--- config.mk ---
export PLATFORM = sky130hd
export DESIGN_NAME = rdl_host_flat
export DESIGN_NICKNAME = d
export VERILOG_FILES = /design/src/rdl_pkg.sv /design/src/rdl_link_if.sv /design/src/rdl_host.sv /design/src/flat_wrapper.sv
export SDC_FILE = /design/constraint.sdc
export NUM_CORES = 1
export LEC_CHECK = 0
export ABC_AREA = 1
export BUFFER_PORTS_ARGS = -buffer_cell sky130_fd_sc_hd__buf_2
export CORE_ASPECT_RATIO = 1.25
export CORE_MARGIN = 3
export CORE_UTILIZATION = 38
export DETAILED_ROUTE_END_ITERATION = 6
export PLACE_DENSITY_LB_ADDON = 0.05
export RECOVER_POWER = 100
export SYNTH_ARGS = -nofsm -noshare
export SYNTH_HDL_FRONTEND = slang
export SYNTH_SLANG_ARGS = --single-unit
--- constraint.sdc ---
create_clock -name i_sys_clk -period 1.74 [get_ports i_sys_clk]
set_input_delay 0.261 -clock i_sys_clk [delete_from_list [all_inputs] [get_ports i_sys_clk]]
set_output_delay 0.261 -clock i_sys_clk [all_outputs]
set_load 0.1 [all_outputs]
--- src/rdl_pkg.sv ---
package rdl_pkg;
  localparam int FRAME_W = 18;
  localparam int LATCH_W = 14;
  localparam int RATIO_W = 10;
  localparam int HIZ_BIT = 10;
  localparam int POL_BIT = 11;
  localparam int RSV_BIT = 12;
  localparam int TEST_BIT = 13;
  localparam int ADDR_BIT = 0;
  localparam logic ADDR_REF = 1'b1;
  localparam logic [RATIO_W-1:0] RATIO_MIN = 10'h002;
  localparam logic [LATCH_W-1:0] LATCH_RST = 14'h0400;
  localparam logic [7:0] ADR_FRAME = 8'h00;
  localparam logic [7:0] ADR_CTRL = 8'h04;
  localparam logic [7:0] ADR_STATUS = 8'h08;
  localparam int CTRL_GO_BIT = 0;
  localparam int STAT_BUSY_BIT = 0;
  localparam int STAT_REFUSED_BIT = 1;
  localparam int SYS_CLK_NS = 20;
  localparam int LINK_HALF_NS = 40;
  localparam int LINK_HALF_CYC = (LINK_HALF_NS + SYS_CLK_NS - 1) / SYS_CLK_NS;
  localparam int STROBE_NS = 100;
  localparam int STROBE_CYC = (STROBE_NS + SYS_CLK_NS - 1) / SYS_CLK_NS;
  typedef enum logic [2:0] {ST_IDLE, ST_SHIFT_LO, ST_SHIFT_HI, ST_LOAD_WAIT, ST_LOAD, ST_GAP} rdl_host_state_t;
endpackage

--- src/rdl_link_if.sv ---
`timescale 1ns/1ps
interface rdl_link_if;
  logic sclk;
  logic sdata;
  logic load_strobe;
  modport host (output sclk, output sdata, output load_strobe);
  modport device (input sclk, input sdata, input load_strobe);
endinterface

--- src/rdl_host.sv ---
`timescale 1ns/1ps
module rdl_host
  import rdl_pkg::*;
(
  rdl_link_if.host link,
  input wire logic i_sys_clk,
  input wire logic i_rst,
  input wire logic i_wb_cyc,
  input wire logic i_wb_stb,
  input wire logic i_wb_we,
  input wire logic [7:0] i_wb_adr,
  input wire logic [3:0] i_wb_sel,
  input wire logic [31:0] i_wb_dat,
  output logic [31:0] o_wb_dat,
  output logic o_wb_ack
);
  typedef struct packed {
    rdl_host_state_t state;
    logic [FRAME_W-1:0] frame;
    logic [FRAME_W-1:0] shreg;
    logic [4:0] bit_cnt;
    logic [3:0] tmr;
    logic sclk;
    logic sdata;
    logic le;
    logic busy;
    logic refused;
    logic ack;
    logic [31:0] rdata;
  } rdl_host_st_t;

  rdl_host_st_t st_ff;
  rdl_host_st_t nxt_st;
  logic req;
  logic wr;
  logic go;
  logic [FRAME_W-1:0] f;

  always_comb begin
    nxt_st = st_ff;
    req = i_wb_cyc & i_wb_stb & ~st_ff.ack;
    // A write lands at the edge where the master samples ack, while its data still stands.
    wr = i_wb_cyc & i_wb_stb & i_wb_we & st_ff.ack;
    go = 1'b0;
    f = st_ff.frame;
    nxt_st.ack = req;
    nxt_st.rdata = 32'h0000_0000;
    if (req && !i_wb_we) begin
      if (i_wb_adr == ADR_FRAME) begin
        nxt_st.rdata = {14'h0000, st_ff.frame};
      end else if (i_wb_adr == ADR_STATUS) begin
        nxt_st.rdata[STAT_BUSY_BIT] = st_ff.busy;
        nxt_st.rdata[STAT_REFUSED_BIT] = st_ff.refused;
      end
    end
    if (wr && i_wb_adr == ADR_FRAME) begin
      if (i_wb_sel[0]) nxt_st.frame[7:0] = i_wb_dat[7:0];
      if (i_wb_sel[1]) nxt_st.frame[15:8] = i_wb_dat[15:8];
      if (i_wb_sel[2]) nxt_st.frame[17:16] = i_wb_dat[17:16];
    end else if (wr && i_wb_adr == ADR_CTRL && i_wb_sel[0]) begin
      go = i_wb_dat[CTRL_GO_BIT];
    end
    if (f[ADDR_BIT] == ADDR_REF) begin
      f[RSV_BIT+1] = 1'b0;
      if (f[TEST_BIT+1]) begin
        f[HIZ_BIT+1] = 1'b1;
      end
    end
    case (st_ff.state)
      ST_IDLE: begin
        if (go && !st_ff.busy) begin
          if (f[ADDR_BIT] == ADDR_REF && f[RATIO_W:1] < RATIO_MIN) begin
            nxt_st.refused = 1'b1;
          end else begin
            nxt_st.refused = 1'b0;
            nxt_st.busy = 1'b1;
            nxt_st.sdata = f[FRAME_W-1];
            nxt_st.shreg = {f[FRAME_W-2:0], 1'b0};
            nxt_st.bit_cnt = 5'(FRAME_W - 1);
            nxt_st.tmr = 4'(LINK_HALF_CYC - 1);
            nxt_st.state = ST_SHIFT_LO;
          end
        end
      end
      ST_SHIFT_LO: begin
        if (st_ff.tmr == 4'h0) begin
          nxt_st.sclk = 1'b1;
          nxt_st.tmr = 4'(LINK_HALF_CYC - 1);
          nxt_st.state = ST_SHIFT_HI;
        end else begin
          nxt_st.tmr = st_ff.tmr - 4'h1;
        end
      end
      ST_SHIFT_HI: begin
        if (st_ff.tmr == 4'h0) begin
          nxt_st.sclk = 1'b0;
          nxt_st.tmr = 4'(LINK_HALF_CYC - 1);
          if (st_ff.bit_cnt == 5'h00) begin
            nxt_st.state = ST_LOAD_WAIT;
          end else begin
            nxt_st.bit_cnt = st_ff.bit_cnt - 5'h01;
            nxt_st.sdata = st_ff.shreg[FRAME_W-1];
            nxt_st.shreg = {st_ff.shreg[FRAME_W-2:0], 1'b0};
            nxt_st.state = ST_SHIFT_LO;
          end
        end else begin
          nxt_st.tmr = st_ff.tmr - 4'h1;
        end
      end
      ST_LOAD_WAIT: begin
        if (st_ff.tmr == 4'h0) begin
          nxt_st.le = 1'b1;
          nxt_st.tmr = 4'(STROBE_CYC - 1);
          nxt_st.state = ST_LOAD;
        end else begin
          nxt_st.tmr = st_ff.tmr - 4'h1;
        end
      end
      ST_LOAD: begin
        if (st_ff.tmr == 4'h0) begin
          nxt_st.le = 1'b0;
          nxt_st.tmr = 4'(STROBE_CYC - 1);
          nxt_st.state = ST_GAP;
        end else begin
          nxt_st.tmr = st_ff.tmr - 4'h1;
        end
      end
      ST_GAP: begin
        if (st_ff.tmr == 4'h0) begin
          nxt_st.busy = 1'b0;
          nxt_st.state = ST_IDLE;
        end else begin
          nxt_st.tmr = st_ff.tmr - 4'h1;
        end
      end
      default: begin
        nxt_st.state = ST_IDLE;
      end
    endcase
  end

  always_ff @(posedge i_sys_clk) begin
    if (i_rst) begin
      st_ff <= '{state: ST_IDLE, default: '0};
    end else begin
      st_ff <= nxt_st;
    end
  end

  assign link.sclk = st_ff.sclk;
  assign link.sdata = st_ff.sdata;
  assign link.load_strobe = st_ff.le;
  assign o_wb_dat = st_ff.rdata;
  assign o_wb_ack = st_ff.ack;
endmodule // rdl_host

--- src/flat_wrapper.sv ---
// flat-port wrapper written by rule: the top's interface ports become plain ports
module rdl_host_flat import rdl_pkg::*;
  (i_sys_clk, i_rst, i_wb_cyc, i_wb_stb, i_wb_we, i_wb_adr, i_wb_sel, i_wb_dat, o_wb_dat, o_wb_ack, link_sclk, link_sdata, link_load_strobe);
  rdl_link_if link_i ();
  input wire logic i_sys_clk;
  input wire logic i_rst;
  input wire logic i_wb_cyc;
  input wire logic i_wb_stb;
  input wire logic i_wb_we;
  input wire logic [7:0] i_wb_adr;
  input wire logic [3:0] i_wb_sel;
  input wire logic [31:0] i_wb_dat;
  output logic [31:0] o_wb_dat;
  output logic o_wb_ack;
  output wire logic [$bits(link_i.sclk)-1:0] link_sclk;
  output wire logic [$bits(link_i.sdata)-1:0] link_sdata;
  output wire logic [$bits(link_i.load_strobe)-1:0] link_load_strobe;
  assign link_sclk = link_i.sclk;
  assign link_sdata = link_i.sdata;
  assign link_load_strobe = link_i.load_strobe;
  rdl_host u_core (.link(link_i), .i_sys_clk(i_sys_clk), .i_rst(i_rst), .i_wb_cyc(i_wb_cyc), .i_wb_stb(i_wb_stb), .i_wb_we(i_wb_we), .i_wb_adr(i_wb_adr), .i_wb_sel(i_wb_sel), .i_wb_dat(i_wb_dat), .o_wb_dat(o_wb_dat), .o_wb_ack(o_wb_ack));
endmodule
Word-level counts from Yosys, hierarchy flattened
Cells that the tools add are included.
{"block": "classes", "n_addsub": 2, "mul": 0, "n_div": 0, "n_lt_le_gt_ge": 1, "eq_ne": 16, "n_shift": 0, "muxes": 38, "bitwise_logic": 7, "n_reduce_logical": 31}
{"operator": "27-bit 2-to-1 mux", "count": 2}
{"operator": "23-bit 2-to-1 mux", "count": 2}
{"operator": "23-bit one-hot mux with 2 select lines", "count": 1}
{"operator": "3-bit 2-to-1 mux", "count": 7}
{"operator": "3-bit one-hot mux with 6 select lines", "count": 1}
{"operator": "4-bit one-hot mux with 4 select lines", "count": 1}
{"operator": "1-bit 2-to-1 mux", "count": 12}
{"operator": "4-bit 2-to-1 mux", "count": 3}
{"operator": "2-bit by 1-bit inequality test with 1-bit output, second input constant", "count": 6}
{"operator": "10-bit by 2-bit < comparator with 1-bit output, second input constant", "count": 1}
{"operator": "2-bit 2-to-1 mux", "count": 5}
{"operator": "8-bit by 3-bit equality test with 1-bit output, second input constant", "count": 1}
{"operator": "8-bit by 4-bit equality test with 1-bit output, second input constant", "count": 1}
{"operator": "8-bit logical NOT", "count": 1}
{"operator": "1-bit one-hot mux with 2 select lines", "count": 4}
{"operator": "2-bit AND reduction", "count": 4}
{"operator": "4-bit AND reduction", "count": 2}
{"operator": "2-bit nonzero test", "count": 4}
{"operator": "7-bit AND reduction", "count": 1}
{"operator": "3-bit by 2-bit equality test with 1-bit output, second input constant", "count": 2}
{"operator": "3-bit equality test, second input constant", "count": 2}
{"operator": "1-bit logical AND", "count": 6}
{"operator": "2-bit inequality test, second input constant", "count": 3}
{"operator": "3-bit AND reduction", "count": 2}
{"operator": "other kinds (13)", "count": 21}
{"block": "word_totals", "regBits": 86, "latch_bits": 0, "mem_bits_rw": 0, "romBits": 0, "in_bits": 49, "output_inout_bits": 36, "mem_count": 0}

Depth between registers and ports, before layout
Gate-level depths: netlist of the first run.
{"block": "logic_depth", "ltp_word": 10, "depth_mapped": 11}

Worst setup path before layout of the first run
OpenSTA, ideal clock, no wires.
{"block": "synth_timing", "path_type": "register to register", "startpoint": "register u_core.st_ff, in the netlist u_core.o_wb_ack", "endpoint": "register u_core.st_ff, in the netlist u_core.link.sdata", "setup_ps": 65, "arrival_time_ps": 1998, "t_required_ps": 1675, "path_slack_ps": -323, "stages_incl_launch_ff": 12, "synth_period_minus_slack_ps": 2063, "cell_sequence": "dfxtp_1 nand2_1 inv_1 nand2_1 nor2_4 nand2_1 nand2_2 nand4_2 inv_2 buf_4 nor2_1 nor2_1"}
{"block": "synth_via", "elab_chain_cells": 8}
{"element": "start: declaration", "line": "rdl_host.sv:32", "text": "rdl_host_st_t st_ff;"}
{"element": "start signal: assignment", "line": "rdl_host.sv:146", "text": "st_ff <= nxt_st;"}
{"element": "1-bit bitwise AND (*)", "line": "rdl_host.sv:43", "text": "wr = i_wb_cyc & i_wb_stb & i_wb_we & st_ff.ack;"}
{"element": "1-bit logical AND (2 in a row)", "line": "rdl_host.sv:60", "text": "end else if (wr && i_wb_adr == ADR_CTRL && i_wb_sel[0]) begin"}
{"element": "1-bit 2-to-1 mux", "line": "rdl_host.sv:60"}
{"element": "1-bit 2-to-1 mux (*)", "line": "rdl_host.sv:56", "text": "if (wr && i_wb_adr == ADR_FRAME) begin"}
{"element": "1-bit logical AND (*)", "line": "rdl_host.sv:71", "text": "if (go && !st_ff.busy) begin"}
{"element": "2-bit by 1-bit inequality test with 1-bit output (no source line) (*)"}
{"element": "5-bit AND reduction (no source line) (*)"}
Every way passes the cells marked *; elsewhere a longest branch is shown, timed or not.
A chain may end at the register's enable or synchronous reset.

Worst setup path in the final report of the first run
{"block": "layout_timing", "startpoint": "register u_core.st_ff[42] in the netlist's numbering", "endpoint": "register u_core.st_ff[63] in the netlist's numbering"}
{"block": "layout_via", "elab_chain_cells": 3}
{"element": "5-bit logical NOT", "line": "rdl_host.sv:98", "text": "if (st_ff.bit_cnt == 5'h00) begin"}
{"element": "2-bit inequality test (no source line)"}
{"element": "5-bit AND reduction (no source line)"}
Every way passes these cells.

==> impl_metrics.tcl, run 1 <==
set metrics [dict create \
    cts_hold_buf 0 \
    critPathBufInv 2 \
    ios 85 \
    rsz0062_at_grt "no" \
    cts_tree "built" \
    initial_utilization 0.391 \
    grtUsageMet1 0.187 \
    slew_headroom 0.633 \
    synthCells 490 \
    r2r_start "u_core.st_ff[42]$_SDFFE_PP0P_" \
    viasPerCell 4.59 \
    num-nets-final 586 \
    dieArea_sq_um 10200 \
    wirelength_mm 7.96 \
    worst_slew_pin_slew_ns 0.553 \
    synth_common_cells "87 x nor2_1, 79 x nand2_1, 71 x dfxtp_1" \
    r2r_cells 9 \
    synth_ff_type "dfxtp_1" \
    holdPathStages 3 \
    worst-setup-path-type "reg2reg" \
    combPwrFrac 0.394 \
    hp-start "i_wb_dat[5]" \
    ctsLongestPathBuffers 2 \
    cts_buffers 9 \
    required_ns 1.99 \
    cp_slowest_cell "dfxtp_1" \
    core.rowCount 38 \
    cp-start-kind "flop" \
    gp_congestion 0.820 \
    clock_sinks 71 \
    busiest_layer "met2" \
    fp.coreArea_sq_um 8750 \
    muxShareOfSynthArea 0 \
    netSwitchingPower_w 0.00240 \
    portBuffers 55 \
    path_clk_slew_ns 0.07 \
    drv_cap 0 \
    grtUsageMet2 0.287 \
    worst_hold_path.endpoint "u_core.f[5]$_SDFFE_PP0P_" \
    synth.most_common_cell "nor2_1" \
    crit_chain "inv_1 -> ha_1 -> nand3_1 -> a21oi_1 -> nor2_1 -> buf_12 -> nand4_1 -> nand2_1 -> nor2_1" \
    p_seq_frac 0.353 \
    post-place-ws_ns 0.0686 \
    hold_class "in2reg" \
    synth_top_family_by_area "simple AND/OR/NAND/NOR gates" \
    initialDrtViolationCount 126 \
    dpl_cell_area_sq_um 3730 \
    yosysWarnings 0 \
    drcViolationCount 0 \
    num_vias 3032 \
    synthAdderAreaFrac 0.00731 \
    synth_compound_area_frac 0.126 \
    yosys.cell_types.count 31 \
    p_per_area_nw_per_um2 1520 \
    r2r_slack_ns 0.17 \
    clock_skew_ns 0.00897 \
    cts_root_buffer "clkbuf_8" \
    cp-end-kind "flop" \
    finalSetupTns_ns 0 \
    grt-ovfl-total 0 \
    rr_endpoint "u_core.st_ff[63]$_SDFFE_PP0P_" \
    fin_crit_ns 1.57 \
    synth.largest_area_cell "dfxtp_1" \
    synthSimpleGateAreaFrac 0.279 \
    antenna_found_initial 0 \
    worst_slack_ns 0.165 \
    grt_pass1_vias 2813 \
    pwr-share-clk 0.253 \
    cp-startpoint "u_core.st_ff[42]$_SDFFE_PP0P_" \
    worstSkewPairLatency_ns 0.35 \
    multiInputGateArea_sq_um 1510 \
    htree_num_levels 3 \
    synth_top_area_share 0.415 \
    async_flop_share 0 \
    post-dp-hpwl_mm 5.66 \
    fill_cells 974 \
    drtPass1Iterations 4 \
    ant_nets 0 \
    syn_area_sq_um 3420 \
    ys_seq_elements 71 \
    p_sw_frac 0.396 \
    area_growth_pct 16.3 \
    slew_viol_final 0 \
    dieHeight_um 112 \
    ir_drop_v 0.00109 \
    routedWlPerCell_um 12.1 \
    synth_area_leaders "dfxtp_1 42%, nor2_1 9.5%, nand2_1 8.7%, buf_4 7.5%, inv_1 6.0%" \
    finalSetupViolCount 0 \
    hold_viol 0 \
    cp_max_fo 20 \
    slowest_delay_ns 0.33 \
    die_w_um 90.9 \
    grt_usage 0.162 \
    antenna_cells 0 \
    drive_above_1_share 0.194 \
    synth-edff-count 0 \
    avgSynthCellArea_sq_um 6.99 \
    fin_area_sq_um 3980 \
    ys_seq_area_frac 0.415 \
    synthXorXnorAreaFrac 0.00767 \
    intPower_w 0.00365 \
    grt_max_degree 39 \
    critPathTopFamily "simple AND/OR/NAND/NOR gates" \
    status "finished clean" \
    crit_top_cell "nor2_1" \
    grt_use_met3 0.0369 \
    grt_pass1_wl_mm 13.3 \
    worstPathArrival_ns 1.82 \
    p_leak_nw 1.69 \
    seqCellArea_sq_um 1420 \
    final.period_utilization 0.905 \
    fmax_mhz 635 \
]
layer usage:
metal | vias to the layer above | wire, um | part of all wire
met5 | - | 0 | 0
met4 | 0 | 158 | 0.020
met3 | 12 | 303 | 0.038
met2 | 53 | 4060 | 0.51
met1 | 1362 | 3430 | 0.43
li1 | 1605 | - | -
flip-flops by register name, summed over array words and instances (netlist names):
register and count:
u_core.link.sdata 1, u_core.f 16, u_core.st_ff 33, u_core.o_wb_dat 18, u_core.link.sclk 1, u_core.o_wb_ack 1, u_core.link.load_strobe 1
area by class of cell:
| type | count | area share |
|---|---|---|
| clock inverter | 4 | 0.0192 |
| clock buffer | 12 | 0.0390 |
| tap | 120 | 0.0377 |
| multi-input combinational | 320 | 0.378 |
| sequential | 71 | 0.357 |
| inverter | 60 | 0.0578 |
| timing repair buffer | 73 | 0.111 |
power by group through the flow:
| stage | combinational, W | clock [W] | sequential [W] |
|---|---|---|---|
| 6_report | 0.00239 | 0.00153 | 0.00214 |
| 4_1_cts | 0.00232 | 0.00158 | 0.00213 |
| 3_5_place_dp | 0.00231 | 0 | 0.00217 |
| 3_3_place_gp | 0.00229 | 0 | 0.00216 |
| 2_1_floorplan | 0.00171 | 0 | 0.00230 |
| 5_1_grt | 0.00269 | 0.00164 | 0.00218 |
worst max path at each step:
stage | cells after the start | end | slack (ns)
finish | 9 | u_core.st_ff[63]$_SDFFE_PP0P_ | 0.17
global route | 9 | u_core.f[12]$_SDFFE_PP0P_ | 0.01
CTS | 10 | u_core.st_ff[62]$_SDFFE_PP0P_ | 0.04
detailed placement | 10 | u_core.st_ff[55]$_SDFFE_PP0P_ | 0.07
global placement | 10 | u_core.st_ff[52]$_SDFFE_PP0P_ | 0.09
floorplan | 11 | u_core.link.sdata$_SDFFE_PP0P_ | 0.14
tightest hold or removal path, stage by stage:
cell	delay [ns]
buf_2	0.08
o21ai_0	0.07
a21oi_1	0.10
through the flow:
step / hold slack (ns) / utilization / cells / power (W)
6_report: 0.196 / 0.455 / 660 / 0.00605
5_1_grt: 0.200 / 0.455 / 660 / 0.00652
3_5_place_dp: 0.460 / 0.427 / 643 / 0.00448
2_1_floorplan: 0.421 / - / 503 / 0.00401
3_3_place_gp: 0.453 / 0.427 / 643 / 0.00445
4_1_cts: 0.180 / 0.453 / 659 / 0.00603
cell usage in the layout (no fill, tap or decap), drive strengths merged:
master and n:
nor2 92, nand2 82, dfxtp 71, inv 60, buf 48, o21ai 47, clkbuf 37, a21oi 35
nand4 24, nand3 14, conb 14, xor2 2, ha 2, bufinv 2, nor3 2, or2 1
nor4 1, nand3b 1, clkinv 1, o211ai 1, o211a 1, xnor2 1, clkinvlp 1
cell families (layout without fill, tap and decap cells):
kind of cell    count (synthesis)  count (layout)
xor+xnor                        3               3
simple gates                  217             217
compound gates                 84              84
flops                          71              71
buf+inv                       112             149
other cells                     1              14
fa+ha+maj                       2               2
timing repair:
action,CTS,global route
resized for setup,0,7
endpoints found under the setup margin,0,24
buffers inserted,0,1
Power figures use the tool's default switching activity.
==> inputs of run 2 (changes only) <==
- ABC_AREA: 1 -> 0
==> impl_metrics.tcl, run 2 <==
set metrics [dict create \
    status "complete, but fails checks" \
    violations "setup timing" \
    synthXorXnorAreaFrac 0 \
    htree_num_levels 3 \
    viasPerCell 4.79 \
    dieHeight_um 111 \
    rsz0062_at_grt "yes" \
    num-nets-final 516 \
    die_w_um 90.0 \
    synth.largest_area_cell "dfxtp_1" \
    drv_cap 0 \
    ios 85 \
    grt-ovfl-total 0 \
    fmax_mhz 514 \
    post-dp-hpwl_mm 5.52 \
    portBuffers 55 \
    routedWlPerCell_um 13.6 \
    area_growth_pct 32.6 \
    clock_skew_ns 0.00573 \
    ctsLongestPathBuffers 2 \
    dpl.cell_count 560 \
    worst_slack_ns -0.207 \
    hp-start "i_rst" \
    slowest_delay_ns 0.40 \
    cp-start-kind "flop" \
    largest_reg_flops 33 \
    finalNonFillerCells 586 \
    cts_root_buffer "clkbuf_8" \
    async_flop_share 0 \
    cp_max_fo 7 \
    final_cell_mix "69 x dfxtp_1, 50 x buf_4, 34 x buf_2" \
    crit_chain "inv_2 -> ha_4 -> or3b_4 -> o21ai_4 -> o2111a_2 -> buf_6 -> buf_16 -> nand2b_4 -> a21oi_2" \
    initial_utilization 0.398 \
    worst-setup-path-type "reg2reg" \
    synth_common_cells "71 x dfxtp_1, 36 x nor2_1, 35 x buf_4" \
    r2r_start "u_core.st_ff[38]$_SDFFE_PP0P_" \
    drtPass1Iterations 4 \
    finalSetupViolCount 32 \
    cts_hold_buf 0 \
    slew_headroom 0.637 \
    synth_ff_type "dfxtp_1" \
    wirelength_mm 7.98 \
    required_ns 1.98 \
    cp-end-kind "flop" \
    antenna_cells 0 \
    num_vias 2808 \
    synth.most_common_cell "dfxtp_1" \
    ys_seq_area_frac 0.424 \
    avgSynthCellArea_sq_um 8.98 \
    gp_congestion 0.761 \
    layout_commonest_cell "dfxtp_1" \
    hold_class "in2reg" \
    cts_buffers 9 \
    synthAdderAreaFrac 0.00747 \
    worstSkewPairLatency_ns 0.35 \
    drive_above_1_share 0.412 \
    yosys.cell_types.count 50 \
    synthCells 373 \
    fin_total_pwr_w 0.00583 \
    cp_slowest_cell "or3b_4" \
    cts_tree "built" \
    final.period_utilization 1.12 \
    syn_area_sq_um 3350 \
    path_clk_slew_ns 0.08 \
    grt_usage 0.164 \
    final_core_util 0.527 \
    synth-edff-count 0 \
    ys_seq_elements 71 \
    synth_compound_area_frac 0.172 \
    fin_crit_ns 1.95 \
    grt_pass1_vias 2767 \
    antenna_found_initial 0 \
    clock_sinks 71 \
    p_per_area_nw_per_um2 1310 \
    synthSimpleGateAreaFrac 0.214 \
    drcViolationCount 0 \
    hold_ws_ns 0.0905 \
    ir_drop_v 0.000770 \
    grt_max_degree 33 \
    initialDrtViolationCount 81 \
    worst_slew_pin_slew_ns 0.547 \
    slew_viol_final 0 \
    worstPathArrival_ns 2.18 \
    synth_top_area_share 0.424 \
    synth_top_family_by_area "simple AND/OR/NAND/NOR gates" \
    hold_viol 0 \
    ant_nets 0 \
    cp-startpoint "u_core.st_ff[38]$_SDFFE_PP0P_" \
    top_register "u_core.st_ff" \
    yosysWarnings 0 \
    dieArea_sq_um 9980 \
    fp.coreArea_sq_um 8430 \
    p_leak_nw 1.75 \
    synth_area_leaders "dfxtp_1 42%, buf_4 7.8%, mux2i_1 6.6%, a211oi_2 6.4%, a21oi_1 4.9%" \
    muxShareOfSynthArea 0.0691 \
    core.rowCount 37 \
    grt_pass1_wl_mm 13.3 \
]
-- run 2: layer usage --
layer / global-route usage / vias up / share of wire
li1: - / 1444 / -
met1: 0.194 / 1296 / 0.43
met2: 0.282 / 51 / 0.51
met3: 0.0462 / 17 / 0.042
met4: 0.0603 / 0 / 0.020
met5: 0 / - / 0
-- run 2: final timing paths --
path / to / slack (ns) / cells past startpoint
max: u_core.st_ff[48]$_SDFFE_PP0P_ / -0.21 / 9
min: u_core.o_wb_ack$_SDFF_PP0_ / 0.09 / 2
max reg2reg: u_core.st_ff[48]$_SDFFE_PP0P_ / -0.21 / 9
min reg2reg: u_core.o_wb_ack$_SDFF_PP0_ / 0.48 / 1
-- run 2: area by class of cell --
cell class,instances,area [sq um]
Fill cell,820,3990
Multi-Input combinational cell,253,1760
Sequential cell,71,1420
Timing Repair Buffer,122,871
Clock buffer,10,149
Tap cell,117,146
Clock inverter,5,56.3
Inverter,8,30.0
-- run 2: what timing repair did --
action                                  CTS  global route
gates cloned                              3             0
buffers inserted                          6             7
resized for setup                        32            19
pin swaps                                 9            17
endpoints found under the setup margin   31            33
-- run 2: logic make-up (layout without fill, tap and decap cells) --
| family | count (synthesis) | after routing |
|---|---|---|
| buffers and inverters | 62 | 145 |
| AO/OA/AOI/OAI | 77 | 77 |
| other | 1 | 14 |
| flip-flops | 71 | 71 |
| adder cells (fa/ha/maj) | 2 | 2 |
| multiplexers | 23 | 23 |
| AND/OR/NAND/NOR | 137 | 137 |
-- run 2: metrics by stage --
stage,setup TNS (ns),worst slack (ns),instance area (sq um)
after global routing,-6.37,-0.258,4440
after global placement,-16.20,-0.398,3980
final,-3.91,-0.207,4440
after CTS,-4.53,-0.228,4430
after detailed placement,-16.90,-0.414,3980
after floorplan,-4.05,-0.141,3460
-- run 2: critical path: cells and delay by family (launching register included) --
kind                       cells  cell delay (ns)
and+or+nand+nor                2             0.52
adders and majority gates      1             0.13
DFF                            1             0.33
buffers and inverters          3             0.35
AOI/OAI and AO/OA              3             0.50
-- run 2: power by group --
group	internal, W	switching, W
Combinational	0.00120	0.00129
Clock	0.000738	0.000642
Sequential	0.00181	0.000145
Total	0.00375	0.00208
==> inputs of run 3 (changes only) <==
- SETUP_SLACK_MARGIN: not set -> 0.4
==> impl_metrics.tcl, run 3 (synthesized netlist as in run 2, its figures left out) <==
set metrics [dict create \
    status "complete, but fails checks" \
    violations "setup timing" \
    hold_viol 0 \
    hold_class "in2reg" \
    top_layer "met4" \
    cp-end-kind "flop" \
    dpl_cell_area_sq_um 3970 \
    finalNonFillerCells 588 \
    area_growth_pct 36.5 \
    ant_nets 0 \
    worstSkewPairLatency_ns 0.35 \
    post-place-ws_ns -0.425 \
    grt-ovfl-total 0 \
    die_w_um 90.0 \
    combPwrFrac 0.409 \
    critPathTopFamily "compound AO/OA/AOI/OAI gates" \
    largest_reg_flops 33 \
    grt_usage 0.161 \
    portBuffers 55 \
    drcViolationCount 0 \
    fp.coreArea_sq_um 8430 \
    final_cell_mix "69 x dfxtp_1, 53 x buf_4, 32 x buf_2" \
    rsz0062_at_grt "yes" \
    post-dp-hpwl_mm 5.40 \
    dieHeight_um 111 \
    ctsLongestPathBuffers 2 \
    p_sw_frac 0.350 \
    initialDrtViolationCount 86 \
    antenna_found_initial 0 \
    cts_tree "built" \
    viasPerCell 4.90 \
    intPower_w 0.00378 \
    routedWlPerCell_um 13.5 \
    p_leak_nw 1.79 \
    initial_utilization 0.398 \
    cts_buffers 9 \
    drtPass1Iterations 4 \
    dieArea_sq_um 9980 \
    worst_slew_pin_slew_ns 0.551 \
    cp-start-kind "flop" \
    drive_above_1_share 0.471 \
    critPathBufInv 3 \
    path_clk_slew_ns 0.08 \
    ir_drop_v 0.000656 \
    cp_slowest_cell "or3b_4" \
    finalSetupViolCount 28 \
    htree_num_levels 3 \
    grt_max_degree 42 \
    layout_commonest_cell "dfxtp_1" \
    p_seq_frac 0.337 \
    top_register "u_core.st_ff" \
    fin_area_sq_um 4570 \
    num-nets-final 517 \
    cp_max_fo 5 \
    wl_met3_um 225 \
    grt_pass1_vias 2834 \
    fill_cells 845 \
    dpl.cell_count 557 \
    required_ns 1.97 \
    antenna_cells 0 \
    netSwitchingPower_w 0.00203 \
    gp_congestion 0.742 \
    cts_root_buffer "clkbuf_8" \
    fmax_mhz 523 \
    p_per_area_nw_per_um2 1270 \
    grt_pass1_wl_mm 13.3 \
    drv_cap 0 \
    wl_met1_mm 3.46 \
    slew_headroom 0.632 \
    wl_met2_mm 4.11 \
    final.period_utilization 1.10 \
    ios 85 \
    num_vias 2881 \
    slew_viol_final 0 \
    worst-setup-path-type "reg2reg" \
    slowest_delay_ns 0.39 \
    worstPathArrival_ns 2.15 \
    clock_sinks 71 \
    crit_chain "inv_2 -> ha_4 -> or3b_4 -> o21ai_2 -> o2111a_2 -> buf_12 -> buf_16 -> nand2b_4 -> a21oi_2" \
    fin_crit_ns 1.91 \
    clock_skew_ns 0.00898 \
    wirelength_mm 7.94 \
    worst_slack_ns -0.172 \
    core.rowCount 37 \
    pwr-share-clk 0.254 \
]
## run 3: changes by cell type in the layout (fill, tap and decap cells not counted), moves of 4 or more
cell / previous run / this run
and2_4: 0 / 16
nor2_1: 31 / 27
and2_1: 17 / 1
nand3_1: 22 / 13
nor2_4: 2 / 7
nand3_2: 0 / 9
## run 3: layout make-up
| type | instances | area [sq um] | share of cell area |
|---|---|---|---|
| clock buffer | 10 | 128 | 0.0279 |
| clock inverter | 6 | 91.3 | 0.0200 |
| inverter | 8 | 30.0 | 0.00657 |
| multi-input combinational | 253 | 1870 | 0.409 |
| sequential | 71 | 1420 | 0.311 |
| tap | 117 | 146 | 0.0320 |
| timing repair buffer | 123 | 883 | 0.193 |
## run 3: power groups by stage
stage                     logic (W)  registers (W)  clock network [W]
after floorplan             0.00133        0.00206                  0
after global placement      0.00200        0.00198                  0
after detailed placement    0.00203        0.00198                  0
after CTS                   0.00231        0.00195            0.00153
after global routing        0.00259        0.00199            0.00161
final                       0.00238        0.00196            0.00148
## run 3: path summary, 6_finish.rpt
check,from,end,slack [ns],cells after the start
max,u_core.st_ff[38]$_SDFFE_PP0P_,u_core.st_ff[48]$_SDFFE_PP0P_,-0.17,9
min,i_rst,u_core.o_wb_ack$_SDFF_PP0_,0.10,2
max reg2reg,u_core.st_ff[38]$_SDFFE_PP0P_,u_core.st_ff[48]$_SDFFE_PP0P_,-0.17,9
min reg2reg,u_core.o_wb_ack$_SDFF_PP0_,u_core.o_wb_ack$_SDFF_PP0_,0.47,1
## run 3: through the flow
step                setup TNS [ns]   util  total power, W  hold slack, ns
floorplan                    -3.99      -         0.00340           0.403
global placement            -15.53  0.471         0.00398           0.427
detailed placement          -16.14  0.471         0.00401           0.427
CTS                          -3.23  0.533         0.00578          0.0831
global route                 -6.18  0.543         0.00618           0.103
finish                       -2.82  0.543         0.00581           0.105
## run 3: worst reg2reg max path: stages (launching register included)
cell and delay, ns:
dfxtp_2 0.33, inv_2 0.07, ha_4 0.12, or3b_4 0.39
o21ai_2 0.14, o2111a_2 0.33, buf_12 0.15, buf_16 0.11
nand2b_4 0.12, a21oi_2 0.04
## run 3: timing repair
action	in CTS	in global routing
pin swaps	10	10
setup buffers	8	5
gates resized for setup	54	44
cloned	2	0
endpoints found under the setup margin	89	73
hold buffers	0	0
## run 3: routing by layer
| layer | vias to the layer above | track usage |
|---|---|---|
| li1 | 1441 | - |
| met1 | 1383 | 0.196 |
| met2 | 47 | 0.279 |
| met3 | 10 | 0.0278 |
| met5 | - | 0 |
| met4 | 0 | 0.0664 |
